[config.mk]
export PLATFORM = sky130hd
export DESIGN_NAME = stc_timer_ctrl
export DESIGN_NICKNAME = d
export VERILOG_FILES = /design/src/hdl/stc_prescaler.v /design/src/hdl/stc_timer_ctrl.v
export VERILOG_INCLUDE_DIRS = /design/src /design/src/pkg
export SDC_FILE = /design/constraint.sdc
export NUM_CORES = 1
export LEC_CHECK = 0
export ABC_CLOCK_PERIOD_IN_PS = 1700
export CORE_AREA = 2 2 101 103
export DETAILED_ROUTE_END_ITERATION = 8
export DIE_AREA = 0 0 103 105
export DONT_BUFFER_PORTS = 1
export GPL_TIMING_DRIVEN = 0
export PLACE_DENSITY = 0.7
export SLEW_MARGIN = 20
export SYNTH_ARGS = -nofsm -noshare
export SYNTH_HDL_FRONTEND = slang
export SYNTH_HIERARCHICAL = 1
export SYNTH_SLANG_ARGS = --single-unit
[constraint.sdc]
create_clock -name ref_clk_i -period 1.7 [get_ports ref_clk_i]
set_input_delay 0.34 -clock ref_clk_i [delete_from_list [all_inputs] [get_ports ref_clk_i]]
set_output_delay 0.34 -clock ref_clk_i [all_outputs]
set_load 0.02 [all_outputs]
[src/pkg/stc_map.vh]
// Register offsets, field positions, reset values and prescaler width
// Assumes a byte-wide register port with one-cycle read latency
`ifndef STC_MAP_VH
`define STC_MAP_VH
`define STC_ADDR_A_LO 8'h10
`define STC_ADDR_A_HI 8'h11
`define STC_ADDR_B_LO 8'h12
`define STC_ADDR_B_HI 8'h13
`define STC_ADDR_CTRL 8'h14
`define STC_ADDR_CTRL_ALIAS 8'h15
`define STC_ADDR_STAT 8'h16
`define STC_CTRL_RESET 8'h00
`define STC_TREG_RESET 16'hffff
`define STC_BIT_TFF 7
`define STC_BIT_EDGE 6
`define STC_BIT_START_HI 5
`define STC_BIT_START_LO 4
`define STC_BIT_CK_HI 3
`define STC_BIT_CK_LO 2
`define STC_BIT_MODE_HI 1
`define STC_BIT_MODE_LO 0
`define STC_MODE_TIMER 2'h0
`define STC_MODE_WINDOW 2'h1
`define STC_MODE_PULSE 2'h2
`define STC_MODE_PPG 2'h3
`define STC_CK_DIV11 2'h0
`define STC_CK_DIV7 2'h1
`define STC_CK_DIV3 2'h2
`define STC_CK_PIN 2'h3
`define STC_START_STOP 2'h0
`define STC_PRESCALE_W 11
`endif

[src/hdl/stc_prescaler.v]
// Free-running divider giving one-cycle ticks at the three internal rates
// Assumes the fast clock is the module clock
`timescale 1ns/10ps
`default_nettype none
`include "stc_map.vh"
module stc_prescaler
(
  input wire ref_clk_i,
  input wire rst_b_i,
  output reg tick_div11_o,
  output reg tick_div7_o,
  output reg tick_div3_o
);
  reg [`STC_PRESCALE_W-1:0] count_reg;
  wire [`STC_PRESCALE_W-1:0] count_next;
  assign count_next = count_reg + 11'h001;

  always @(posedge ref_clk_i or negedge rst_b_i)
  begin
    if (!rst_b_i)
    begin
      count_reg <= 11'h000;
      tick_div11_o <= 1'b0;
      tick_div7_o <= 1'b0;
      tick_div3_o <= 1'b0;
    end
    else
    begin
      count_reg <= count_next;
      tick_div11_o <= (count_reg == 11'h7ff);
      tick_div7_o <= (count_reg[6:0] == 7'h7f);
      tick_div3_o <= (count_reg[2:0] == 3'h7);
    end
  end
endmodule // stc_prescaler
`default_nettype wire

[src/hdl/stc_timer_ctrl.v]
// Control register and staged timer registers of the 16-bit timer
// Assumes byte port, read data one cycle after read strobe
`timescale 1ns/10ps
`default_nettype none
`include "stc_map.vh"
module stc_timer_ctrl
(
  input wire ref_clk_i,
  input wire rst_b_i,
  input wire [7:0] addr_i,
  input wire [7:0] wdata_i,
  input wire wr_i,
  input wire rd_i,
  input wire stop_enter_i,
  input wire timer_pin_i,
  input wire [15:0] up_count_i,
  output reg [7:0] rdata_o,
  output reg [15:0] compare_reg_a_o,
  output reg [15:0] compare_reg_b_o,
  output reg [1:0] operating_mode_sel_o,
  output reg [1:0] start_control_o,
  output reg output_flipflop_ctrl_o,
  output reg capture_single_edge_o,
  output reg trigger_stop_en_o,
  output reg pulse_gen_oneshot_o,
  output reg auto_capture_active_o,
  output reg source_tick_o,
  output reg pin_edge_o
);
  // ---------------------------------------------------------------
  // State
  // ---------------------------------------------------------------
  reg [7:0] timer_control_reg;
  reg auto_capture_en_reg;
  reg [7:0] a_lower_reg;
  reg [7:0] b_lower_reg;
  reg [15:0] a_stage_reg;
  reg [15:0] b_stage_reg;
  reg a_pend_reg;
  reg b_pend_reg;
  reg pin_s1_reg;
  reg pin_s2_reg;
  reg pin_s3_reg;
  reg [7:0] timer_control_next;
  wire tick_div11;
  wire tick_div7;
  wire tick_div3;
  wire [1:0] mode;
  wire [1:0] ck_sel;
  wire [1:0] start;
  wire in_ppg;
  wire pin_edge;
  reg src_tick;

  assign mode = timer_control_reg[`STC_BIT_MODE_HI:`STC_BIT_MODE_LO];
  assign ck_sel = timer_control_reg[`STC_BIT_CK_HI:`STC_BIT_CK_LO];
  assign start = timer_control_reg[`STC_BIT_START_HI:`STC_BIT_START_LO];
  assign in_ppg = (mode == `STC_MODE_PPG);
  assign pin_edge = pin_s2_reg ^ pin_s3_reg;

  function wr_hit;
    input [7:0] a;
    input [7:0] want;
    input w;
    begin
      wr_hit = w && (a == want);
    end
  endfunction

  stc_prescaler u_prescaler
  (
    .ref_clk_i(ref_clk_i),
    .rst_b_i(rst_b_i),
    .tick_div11_o(tick_div11),
    .tick_div7_o(tick_div7),
    .tick_div3_o(tick_div3)
  );

  // ---------------------------------------------------------------
  // Source clock select
  // ---------------------------------------------------------------
  always @*
  begin
    case (ck_sel)
      `STC_CK_DIV11: src_tick = tick_div11;
      `STC_CK_DIV7: src_tick = tick_div7;
      `STC_CK_DIV3: src_tick = tick_div3;
      default: src_tick = pin_edge;
    endcase
  end

  // ---------------------------------------------------------------
  // Control register next value
  // ---------------------------------------------------------------
  always @*
  begin
    timer_control_next = timer_control_reg;
    if (wr_hit(addr_i, `STC_ADDR_CTRL, wr_i) ||
        wr_hit(addr_i, `STC_ADDR_CTRL_ALIAS, wr_i))
      timer_control_next = wdata_i;
    if (stop_enter_i)
      timer_control_next[`STC_BIT_START_HI:`STC_BIT_START_LO] =
        `STC_START_STOP;
  end

  // ---------------------------------------------------------------
  // Registers
  // ---------------------------------------------------------------
  always @(posedge ref_clk_i or negedge rst_b_i)
  begin
    if (!rst_b_i)
    begin
      timer_control_reg <= `STC_CTRL_RESET;
      auto_capture_en_reg <= 1'b0;
      a_lower_reg <= 8'hff;
      b_lower_reg <= 8'hff;
      a_stage_reg <= `STC_TREG_RESET;
      b_stage_reg <= `STC_TREG_RESET;
      a_pend_reg <= 1'b0;
      b_pend_reg <= 1'b0;
      compare_reg_a_o <= `STC_TREG_RESET;
      compare_reg_b_o <= `STC_TREG_RESET;
      pin_s1_reg <= 1'b0;
      pin_s2_reg <= 1'b0;
      pin_s3_reg <= 1'b0;
      rdata_o <= 8'h00;
      operating_mode_sel_o <= 2'h0;
      start_control_o <= 2'h0;
      output_flipflop_ctrl_o <= 1'b0;
      capture_single_edge_o <= 1'b0;
      trigger_stop_en_o <= 1'b0;
      pulse_gen_oneshot_o <= 1'b0;
      auto_capture_active_o <= 1'b0;
      source_tick_o <= 1'b0;
      pin_edge_o <= 1'b0;
    end
    else
    begin
      pin_s1_reg <= timer_pin_i;
      pin_s2_reg <= pin_s1_reg;
      pin_s3_reg <= pin_s2_reg;
      timer_control_reg <= timer_control_next;
      // Only the primary address sets capture enable from bit 6
      if (wr_hit(addr_i, `STC_ADDR_CTRL, wr_i))
        auto_capture_en_reg <= wdata_i[`STC_BIT_EDGE];
      if (wr_hit(addr_i, `STC_ADDR_A_LO, wr_i))
        a_lower_reg <= wdata_i;
      if (wr_hit(addr_i, `STC_ADDR_B_LO, wr_i) && in_ppg)
        b_lower_reg <= wdata_i;
      if (wr_hit(addr_i, `STC_ADDR_A_HI, wr_i))
      begin
        a_stage_reg <= {wdata_i, a_lower_reg};
        a_pend_reg <= 1'b1;
      end
      else if (src_tick && a_pend_reg)
      begin
        compare_reg_a_o <= a_stage_reg;
        a_pend_reg <= 1'b0;
      end
      if (wr_hit(addr_i, `STC_ADDR_B_HI, wr_i) && in_ppg)
      begin
        b_stage_reg <= {wdata_i, b_lower_reg};
        b_pend_reg <= 1'b1;
      end
      else if (src_tick && auto_capture_en_reg && !in_ppg &&
               start != `STC_START_STOP)
        compare_reg_b_o <= up_count_i;
      else if (src_tick && b_pend_reg)
      begin
        compare_reg_b_o <= b_stage_reg;
        b_pend_reg <= 1'b0;
      end
      rdata_o <= 8'h00;
      if (rd_i)
      begin
        case (addr_i)
          `STC_ADDR_A_LO: rdata_o <= compare_reg_a_o[7:0];
          `STC_ADDR_A_HI: rdata_o <= compare_reg_a_o[15:8];
          `STC_ADDR_B_LO: rdata_o <= compare_reg_b_o[7:0];
          `STC_ADDR_B_HI: rdata_o <= compare_reg_b_o[15:8];
          `STC_ADDR_CTRL: rdata_o <= timer_control_reg;
          `STC_ADDR_CTRL_ALIAS: rdata_o <= timer_control_reg;
          `STC_ADDR_STAT: rdata_o <= {5'h00, auto_capture_en_reg,
                                      b_pend_reg, a_pend_reg};
          default: rdata_o <= 8'h00;
        endcase
      end
      operating_mode_sel_o <= timer_control_next[1:0];
      start_control_o <= timer_control_next[5:4];
      output_flipflop_ctrl_o <= timer_control_next[`STC_BIT_TFF];
      capture_single_edge_o <= timer_control_next[`STC_BIT_EDGE] &&
        (timer_control_next[1:0] == `STC_MODE_PULSE);
      trigger_stop_en_o <= timer_control_next[`STC_BIT_EDGE] &&
        (timer_control_next[1:0] == `STC_MODE_TIMER);
      pulse_gen_oneshot_o <= timer_control_next[`STC_BIT_EDGE] &&
        (timer_control_next[1:0] == `STC_MODE_PPG);
      auto_capture_active_o <= auto_capture_en_reg && !in_ppg &&
        (start != `STC_START_STOP);
      source_tick_o <= src_tick;
      pin_edge_o <= pin_edge;
    end
  end
endmodule // stc_timer_ctrl
`default_nettype wire

==> results by group, run 1 <==
Floorplan
  – Core area: roughly 9600 µm²
  – # rows: 36
  – Initial cell density of the core: 0.544
  – Die height: about 110 µm
  – I/O pins: 89
  – Die ar.: 10800 µm²
  – DIE WIDTH: 103 µm

GRT
  – Total GRT Usage: 0.255
  – GRT Residual Overflow: 0
  – Number of global-route vias before repair: 3442
  – Pin count of the biggest net entering global routing: 123
  – Initial antenna violation count: 0
  – First-pass GRT wire length: 20200 µm

Power and ir drop
  – Clock power share: 0.526
  – Power share of the combinational group: 0.030
  – Sw Pwr: 1.39 mW
  – Design Power: 6.86 mW
  – Internal power: 5.47 mW
  – Maximum VDD drop: 869 µV
  – Power per Cell Area: 1050 nW/µm²
  – Net Sw Frac: 0.203
  – P_leak: between 2 and 3 nW
  – Seq pwr share: 0.445

Critical path
  – CP Max Fanout: 4
  – R2R cell count: 6
  – Crit path largest cell delay: approximately 500 ps
  – WP data arrival: ~2300 ps
  – Cell repeated most along the worst path: buf_6
  – Crit path cell chain: xor2_2 -> mux4_2 -> buf_6 -> nand3_4 -> buf_6 -> mux2_4
  – WP buf/inv: 2
  – Worst reg-to-reg setup slack: -200 ps
  – Reg2reg end: compare_reg_a_o[2]$_DFFE_PN1P_
  – RR Startpoint: pin_s3_reg$_DFF_PN0_
  – CP top delay family: multiplexers
  – Setup Crit Path Kind: flip-flop to flip-flop
  – CP Capture Type: flip-flop
  – Worst Path Required: 2140 ps
  – CP startpoint: pin_s3_reg$_DFF_PN0_
  – Type of origin of the critical path: flip-flop
  – Slowest cell on crit path: mux4_2

Status
  – Status: finished with violations
  – Failing checks: negative hold slack, negative setup slack

Clocking
  – Clk_lat worst skew: roughly 520 ps
  – CTS tree: yes
  – Clk buf depth: 2
  – Htree depth: 4
  – Worst-path clk slew: 60 ps
  – Hold buffers post-CTS: 11
  – CTS Buf Count: 17
  – CTS sink cnt: approximately 120
  – Clock Root Buffer: clkbuf_8

Finish
  – Synth-to-Final Area Change: 25.1%
  – Commonest non-fill, non-tap cell in the layout: dfstp_2
  – Share of layout cells above drive strength 1: 0.586
  – Diode count: 0
  – Commonest cells after routing, fill and taps aside: 80 x dfstp_2, 51 x mux2_2, 42 x dfrtp_1
  – Final net count: 455

Timing
  – Max Clock Freq: about 530 MHz
  – Min Hold Slack: -477 ps
  – Least-Margin Pin Slew: ~700 ps
  – Slew margin rel.: 0.528
  – Hold Vio Cnt, Final: 122
  – RSZ-0062 raised after global routing: yes
  – Minimum clock period: 1900 ps
  – Finish-stage setup viols: 32
  – Final worst slack: -200 ps
  – Max Slew Vio Count: 0
  – Part of the cycle the worst path needs: 1.12
  – Clock skew: 5.69 ps

Synthesis
  – Async S/R FF share, synth: 1.00
  – Post-synth EDFFs: 0
  – Unique masters post-synth: 49
  – Sequential element share of the synthesized area: 0.601
  – Avg Cell Area, Syn: 14.1 µm²
  – Post-synthesis cell area: 5250 µm²
  – Post-Syn Nets: approximately 410
  – Synth Warn #: 6
  – Gate Count Post-Synth: 373
  – #FFs+latches synth: 122
  – Top FF cell, synth: dfstp_2

Routing
  – # DRC: 0
  – WL final: 12900 µm
  – Metal-1 WL: 5320 µm
  – DR top layer: met4
  – Routed Antenna Nets: 0
  – Routed vias: 3297
  – Met3 wire length: roughly 760 µm
  – Vias per cell: 5.88
  – Pre-Repair DR Iteration Count: 5
  – Met2 WL: 6420 µm
  – Drt wl/cell: around 23 µm
  – Iteration-0 DRC Markers: 255

Worst hold path
  – Hold crit path type: input port to async pin

Placed design
  – Dpl hpwl: 8240 µm
  – Routability cong.: 0.835
  – PortBufs: 0
  – Dpl ws: -513 ps

Run
  – Max cap viols: 0
-- final cells by class --
cell class              instances  area [µm²]
clock inverters                 7         113
flip-flops and latches        122        3150
fillers                       664        3080
clock buffers                  25         484
inverters                       7        26.3
multi-input cells             223        2160
plain buffers                  19         171
repair buffers                 25         285
well taps                     133         166
-- worst max path at each step --
stage	depth (start not counted)	slack (ps)	to
after global placement	5	-490	compare_reg_a_o[10]$_DFFE_PN1P_
final	6	-200	compare_reg_a_o[2]$_DFFE_PN1P_
after global routing	6	-240	compare_reg_a_o[2]$_DFFE_PN1P_
after CTS	6	-210	compare_reg_a_o[2]$_DFFE_PN1P_
after detailed placement	5	-510	compare_reg_a_o[10]$_DFFE_PN1P_
after floorplan	5	-210	b_lower_reg[0]$_DFFE_PN1P_
-- power by group through the flow --
stage                     registers (mW)  clock network (mW)  logic (mW)
after floorplan                     3.08                   0       0.121
after global placement              3.09                   0       0.140
after detailed placement            3.09                   0       0.144
after CTS                           3.05                3.67       0.198
after global routing                3.06                3.80       0.217
final                               3.05                3.60       0.204
-- through the flow --
step	hold slack (ps)	setup TNS, ps	instance area, µm²	utilization	cells
6_report	-477	-5520	6560	0.681	561
2_1_floorplan	44.4	-7350	5450	-	373
5_1_grt	-498	-7040	6560	0.681	561
4_1_cts	-500	-6060	6550	0.679	560
3_3_place_gp	49.0	-30210	5610	0.582	506
3_5_place_dp	50.1	-31940	5610	0.582	506
-- kinds of logic after synthesis --
group / after synthesis / share of synthesized area
flops: 122 / 0.601
mux: 83 / 0.184
simple gates: 65 / 0.0763
compound gates: 64 / 0.0925
buf+inv: 28 / 0.0260
xor+xnor: 9 / 0.0150
fa+ha+maj: 2 / 0.00477
-- synth_stat cells, types with 8 or more instances --
| cell | n | area, µm² |
|---|---|---|
| dfrtp_1 | 42 | 1050 |
| nor2_1 | 19 | 71.3 |
| dfstp_2 | 80 | 2100 |
| nand3_1 | 8 | 40.0 |
| a2bb2oi_1 | 16 | 140 |
| a22oi_1 | 12 | 90.1 |
| o22ai_1 | 16 | 100 |
| mux2_4 | 8 | 120 |
| clkbuf_1 | 8 | 30.0 |
| mux2_2 | 66 | 743 |
| nand2_1 | 8 | 30.0 |
-- per-layer routing --
metal / up-vias / track usage
met5: - / 0
met1: 1731 / 0.345
met2: 100 / 0.386
met4: 0 / 0.117
met3: 21 / 0.0629
li1: 1445 / -
-- what timing repair did --
| item | CTS | global route |
|---|---|---|
| gates cloned | 3 | 0 |
| endpoints found under the setup margin | 33 | 38 |
| setup buffers | 11 | 2 |
| resized for setup | 25 | 5 |
| endpoints found under the hold margin | 164 | 122 |
| pin swaps | 3 | 1 |
No activity file was read; power rests on OpenSTA's default activity.
==> run 2, diff against run 1 <==
--- a/config.mk
+++ b/config.mk
@@ -12,7 +12,9 @@
 export DIE_AREA = 0 0 103 105
 export DONT_BUFFER_PORTS = 1
 export GPL_TIMING_DRIVEN = 0
+export MAX_ROUTING_LAYER = met4
 export PLACE_DENSITY = 0.7
+export RECOVER_POWER = 25
 export SLEW_MARGIN = 20
 export SYNTH_ARGS = -nofsm -noshare
 export SYNTH_HDL_FRONTEND = slang
==> results by group, run 2 (same netlist as run 1, synthesis figures left out) <==
Status
  – Status: finished with violations
  – Failing checks: negative hold slack, negative setup slack

Critical path
  – CP top delay family: multiplexers
  – Slowest cell on crit path: mux4_2
  – CP Max Fanout: 4
  – Setup Crit Path Kind: flip-flop to flip-flop
  – Worst Path Required: 2140 ps
  – CP Capture Type: flip-flop
  – Cell repeated most along the worst path: buf_6
  – Type of origin of the critical path: flip-flop
  – WP buf/inv: 2
  – WP data arrival: between 2000 and 2500 ps
  – Crit path largest cell delay: 500 ps
  – Crit path cell chain: xor2_2 -> mux4_2 -> buf_6 -> nand3_4 -> buf_6 -> mux2_4

Routing
  – Iteration-0 DRC Markers: 266
  – Routed vias: 3283
  – # DRC: 0
  – Pre-Repair DR Iteration Count: 4
  – WL final: 12900 µm
  – Vias per cell: 5.85
  – Routed Antenna Nets: 0
  – Drt wl/cell: 23.0 µm

GRT
  – Initial antenna violation count: 0
  – Number of global-route vias before repair: 3429
  – First-pass GRT wire length: between 20000 and 25000 µm
  – Pin count of the biggest net entering global routing: 123
  – Total GRT Usage: 0.263
  – GRT Residual Overflow: 0

Finish
  – Post-layout util: 0.682
  – Fill cells: 662
  – Commonest cells after routing, fill and taps aside: 80 x dfstp_2, 51 x mux2_2, 41 x dfrtp_1
  – Commonest non-fill, non-tap cell in the layout: dfstp_2
  – Share of layout cells above drive strength 1: 0.591
  – Diode count: 0
  – Register area: 3150 µm²
  – Multi-input logic area: 2180 µm²
  – Synth-to-Final Area Change: 25.3%
  – Final net count: 455
  – Post-route cell area: 6570 µm²

Clocking
  – CTS tree: yes
  – Worst-path clk slew: about 60 ps
  – Clock Root Buffer: clkbuf_8
  – Htree depth: 4
  – Clk_lat worst skew: 520 ps
  – CTS Buf Count: 17
  – Hold buffers post-CTS: 11
  – Clk buf depth: 2
  – CTS sink cnt: 122

Placed design
  – DP Area: 5610 µm²
  – Routability cong.: ~0.85
  – PortBufs: 0
  – Dpl hpwl: 8240 µm
  – Dpl ws: -513 ps

Timing
  – Finish-stage setup viols: 32
  – Hold Vio Cnt, Final: approximately 120
  – Min Hold Slack: -482 ps
  – Max Slew Vio Count: 0
  – Clock skew: approximately 15 ps
  – Minimum clock period: 1900 ps
  – RSZ-0062 raised after global routing: yes
  – Slew margin rel.: 0.531
  – Least-Margin Pin Slew: 700 ps
  – Part of the cycle the worst path needs: 1.12
  – Final worst slack: -203 ps
  – Setup tns final: -5590 ps
  – Max Clock Freq: 525 MHz

Power and ir drop
  – Power per Cell Area: 1040 nW/µm²
  – P_leak: 2.90 nW
  – Maximum VDD drop: 867 µV
  – Design Power: 6.85 mW

Floorplan
  – Core area: between 9000 and 10000 µm²
  – Die ar.: between 10000 and 15000 µm²
  – # rows: 36
  – Die height: 105 µm
  – Initial cell density of the core: 0.544
  – I/O pins: 89
  – DIE WIDTH: 103 µm

Run
  – Max cap viols: 0

Worst hold path
  – Hold crit path type: input port to async pin
-- run 2: cell counts in the layout (fill, tap and decap cells not counted) --
Identical to the previous run, type by type.
-- run 2: layout make-up --
cell class | count | area share
sequential | 122 | 0.480
multi-input combinational | 223 | 0.331
clock buffer | 25 | 0.0737
timing repair buffer | 25 | 0.0434
buffer | 19 | 0.0257
tap | 133 | 0.0253
clock inverter | 7 | 0.0171
inverter | 7 | 0.00400
-- run 2: final timing paths --
check	startpoint	end	slack, ps	cells after the start
setup / recovery	pin_s3_reg$_DFF_PN0_	compare_reg_a_o[2]$_DFFE_PN1P_	-200	6
hold / removal	rst_b_i	auto_capture_active_o$_DFF_PN0_	-480	0
setup reg to reg	pin_s3_reg$_DFF_PN0_	compare_reg_a_o[2]$_DFFE_PN1P_	-200	6
hold reg to reg	pin_s1_reg$_DFF_PN0_	pin_s2_reg$_DFF_PN0_	350	0
max in group asynchronous	rst_b_i	compare_reg_a_o[10]$_DFFE_PN1P_	1940	0
min in group ref_clk_i	wdata_i[0]	pulse_gen_oneshot_o$_DFF_PN0_	40	3
-- run 2: stage by stage --
stage / hold WS, ps / instances
2_1_floorplan: 44.4 / 373
3_3_place_gp: 49.0 / 506
3_5_place_dp: 50.1 / 506
4_1_cts: -500 / 560
5_1_grt: -502 / 561
6_report: -482 / 561
-- run 2: timing repair --
item | CTS | global route
resized for setup | 25 | 6
cloned | 3 | 0
endpoints found under the setup margin | 33 | 38
pin swaps | 3 | 1
endpoints found under the hold margin | 164 | 122
setup buffers | 11 | 2
-- run 2: routing by layer --
layer | GRT usage | wire [µm] | vias to the layer above
li1 | - | - | 1449
met1 | 0.347 | 5270 | 1686
met2 | 0.384 | 6390 | 119
met3 | 0.0649 | 819 | 29
met4 | 0.117 | 402 | 0
met5 | - | 0 | -
-- run 2: where the power goes --
part           internal, mW  total [mW]  leakage (nW)  switching [mW]
clock network          2.38        3.59         0.292            1.21
logic                0.0973       0.204          1.23           0.107
registers              2.99        3.05          1.38          0.0648
total                  5.47        6.85          2.90            1.38
==> run 3, diff against run 2 <==
--- a/config.mk
+++ b/config.mk
@@ -15,6 +15,7 @@
 export MAX_ROUTING_LAYER = met4
 export PLACE_DENSITY = 0.7
 export RECOVER_POWER = 25
+export REMOVE_ABC_BUFFERS = 1
 export SLEW_MARGIN = 20
 export SYNTH_ARGS = -nofsm -noshare
 export SYNTH_HDL_FRONTEND = slang
==> results by group, run 3 (same netlist as run 1, synthesis figures left out) <==
Floorplan
  – Core area: 9640 µm²
  – Initial cell density of the core: 0.544
  – I/O pins: 89
  – DIE WIDTH: approximately 100 µm
  – Die ar.: 10800 µm²
  – Die height: around 110 µm
  – # rows: 36

Critical path
  – WP data arrival: 2240 ps
  – Reg2reg end: compare_reg_a_o[11]$_DFFE_PN1P_
  – Type of origin of the critical path: flip-flop
  – CP Capture Type: flip-flop
  – R2R cell count: 4
  – CP Max Fanout: 8
  – Setup Crit Path Kind: flip-flop to flip-flop
  – Worst Path Required: 2150 ps
  – RR Startpoint: pin_s3_reg$_DFF_PN0_
  – Worst reg-to-reg setup slack: -100 ps

Routing
  – WL final: between 10000 and 15000 µm
  – Routed Antenna Nets: 0
  – Drt wl/cell: 22.9 µm
  – Pre-Repair DR Iteration Count: 4
  – Iteration-0 DRC Markers: 167
  – Vias per cell: 5.95
  – # DRC: 0
  – Routed vias: 3238

Finish
  – Final net count: 436
  – Commonest cells after routing, fill and taps aside: 80 x dfstp_2, 51 x mux2_2, 40 x dfrtp_1
  – Share of layout cells above drive strength 1: 0.592
  – Commonest non-fill, non-tap cell in the layout: dfstp_2
  – Synth-to-Final Area Change: 21.1%
  – Post-route cell area: about 6400 µm²

Timing
  – Minimum clock period: 1800 ps
  – Finish-stage setup viols: 32
  – Max Clock Freq: 557 MHz
  – RSZ-0062 raised after global routing: yes
  – Min Hold Slack: -487 ps
  – Final worst slack: -96.4 ps
  – Slew margin rel.: 0.534
  – Part of the cycle the worst path needs: 1.06
  – Hold Vio Cnt, Final: 122
  – Clock skew: 6.89 ps
  – Least-Margin Pin Slew: 697 ps
  – Max Slew Vio Count: 0

GRT
  – Met2 usage: 0.333
  – First-pass GRT wire length: 18600 µm
  – GRT Residual Overflow: 0
  – Met1 track demand over resource: 0.334
  – Pin count of the biggest net entering global routing: 123
  – GRT Max-Usage Layer: met1
  – Initial antenna violation count: 2
  – Met3 Use GR: 0.0863
  – Total GRT Usage: 0.242
  – Number of global-route vias before repair: ~3300

Placed design
  – DP Area: 5310 µm²
  – PortBufs: 0
  – Routability cong.: 0.756
  – Dpl hpwl: 7360 µm

Clocking
  – Clk_lat worst skew: 520 ps
  – Clock Root Buffer: clkbuf_8
  – Worst-path clk slew: ~60 ps
  – Htree depth: 4
  – Hold buffers post-CTS: 11
  – Clk buf depth: 2
  – CTS Buf Count: 17
  – CTS sink cnt: 122
  – CTS tree: yes

Power and ir drop
  – Sw Pwr: 1.48 mW
  – Maximum VDD drop: ~620 µV
  – Clock power share: 0.522
  – P_leak: 2.76 nW
  – Design Power: around 6.7 mW
  – Net Sw Frac: 0.221
  – Power per Cell Area: 1060 nW/µm²
  – Seq pwr share: 0.456
  – Power share of the combinational group: 0.022
  – Internal power: 5.24 mW

Status
  – Status: finished with violations
  – Failing checks: negative hold slack, negative setup slack

Worst hold path
  – Hold crit path type: input port to async pin

Run
  – Max cap viols: 0
[run 3: cell count changes in the layout (fill, tap and decap cells not counted), moves of 3 or more]
cell,previous run,this run
clkbuf_1,8,0
clkbuf_2,3,0
buf_6,9,1
clkinvlp_4,1,4
clkinv_4,0,3
[run 3: timing repair]
action                     CTS  global route
gates resized for setup     30            18
hold endpoints to repair   164           122
pin swaps                    5             0
gates cloned                 1             2
setup endpoints to repair   68            40
buffers inserted            11             0
[run 3: worst max-delay path, cell delays in order (launching register included)]
cell and delay, ps:
dfrtp_1 370, xor2_1 170, mux4_2 610, nand3_4 230, mux2_4 330
[run 3: layout make-up]
cell class | instances | area, µm²
tap | 133 | 166
sequential | 122 | 3160
inverter | 7 | 26.3
clock buffer | 19 | 442
timing repair buffer | 22 | 209
multi-input combinational | 226 | 2210
antenna | 2 | 5.00
fill | 709 | 3290
clock inverter | 13 | 144
[run 3: worst max path at each step]
| stage | start | endpoint | slack, ps | cells past startpoint |
|---|---|---|---|---|
| after floorplan | addr_i[5] | auto_capture_en_reg$_DFFE_PN0P_ | -410 | 4 |
| after global placement | addr_i[5] | pulse_gen_oneshot_o$_DFF_PN0_ | -870 | 4 |
| after detailed placement | addr_i[5] | trigger_stop_en_o$_DFF_PN0_ | -940 | 5 |
| after CTS | pin_s3_reg$_DFF_PN0_ | compare_reg_b_o[6]$_DFFE_PN1P_ | -110 | 5 |
| after global routing | pin_s3_reg$_DFF_PN0_ | compare_reg_a_o[11]$_DFFE_PN1P_ | -140 | 4 |
| final | pin_s3_reg$_DFF_PN0_ | compare_reg_a_o[11]$_DFFE_PN1P_ | -100 | 4 |
[run 3: stage by stage]
stage	setup WS, ps	util	hold slack, ps	instances	setup TNS [ps]
final	-96.4	0.659	-487	544	-2310
after global routing	-140	0.659	-518	544	-3420
after CTS	-111	0.646	-507	540	-2750
after detailed placement	-935	0.550	50.9	485	-52210
after global placement	-870	0.550	47.8	485	-46330
after floorplan	-411	-	44.4	352	-15160
[run 3: metal layers]
metal	share of wire	vias up
met3	0.075	19
met2	0.46	118
li1	-	1420
met1	0.45	1681
met4	0.015	0
met5	0	-
[run 3: power groups by stage]
stage	Clock (mW)	Sequential, mW	Combinational [mW]
after floorplan	0	3.08	0.0888
after global placement	0	3.09	0.0996
after detailed placement	0	3.10	0.105
after CTS	3.55	3.06	0.149
after global routing	3.71	3.07	0.166
final	3.51	3.06	0.150
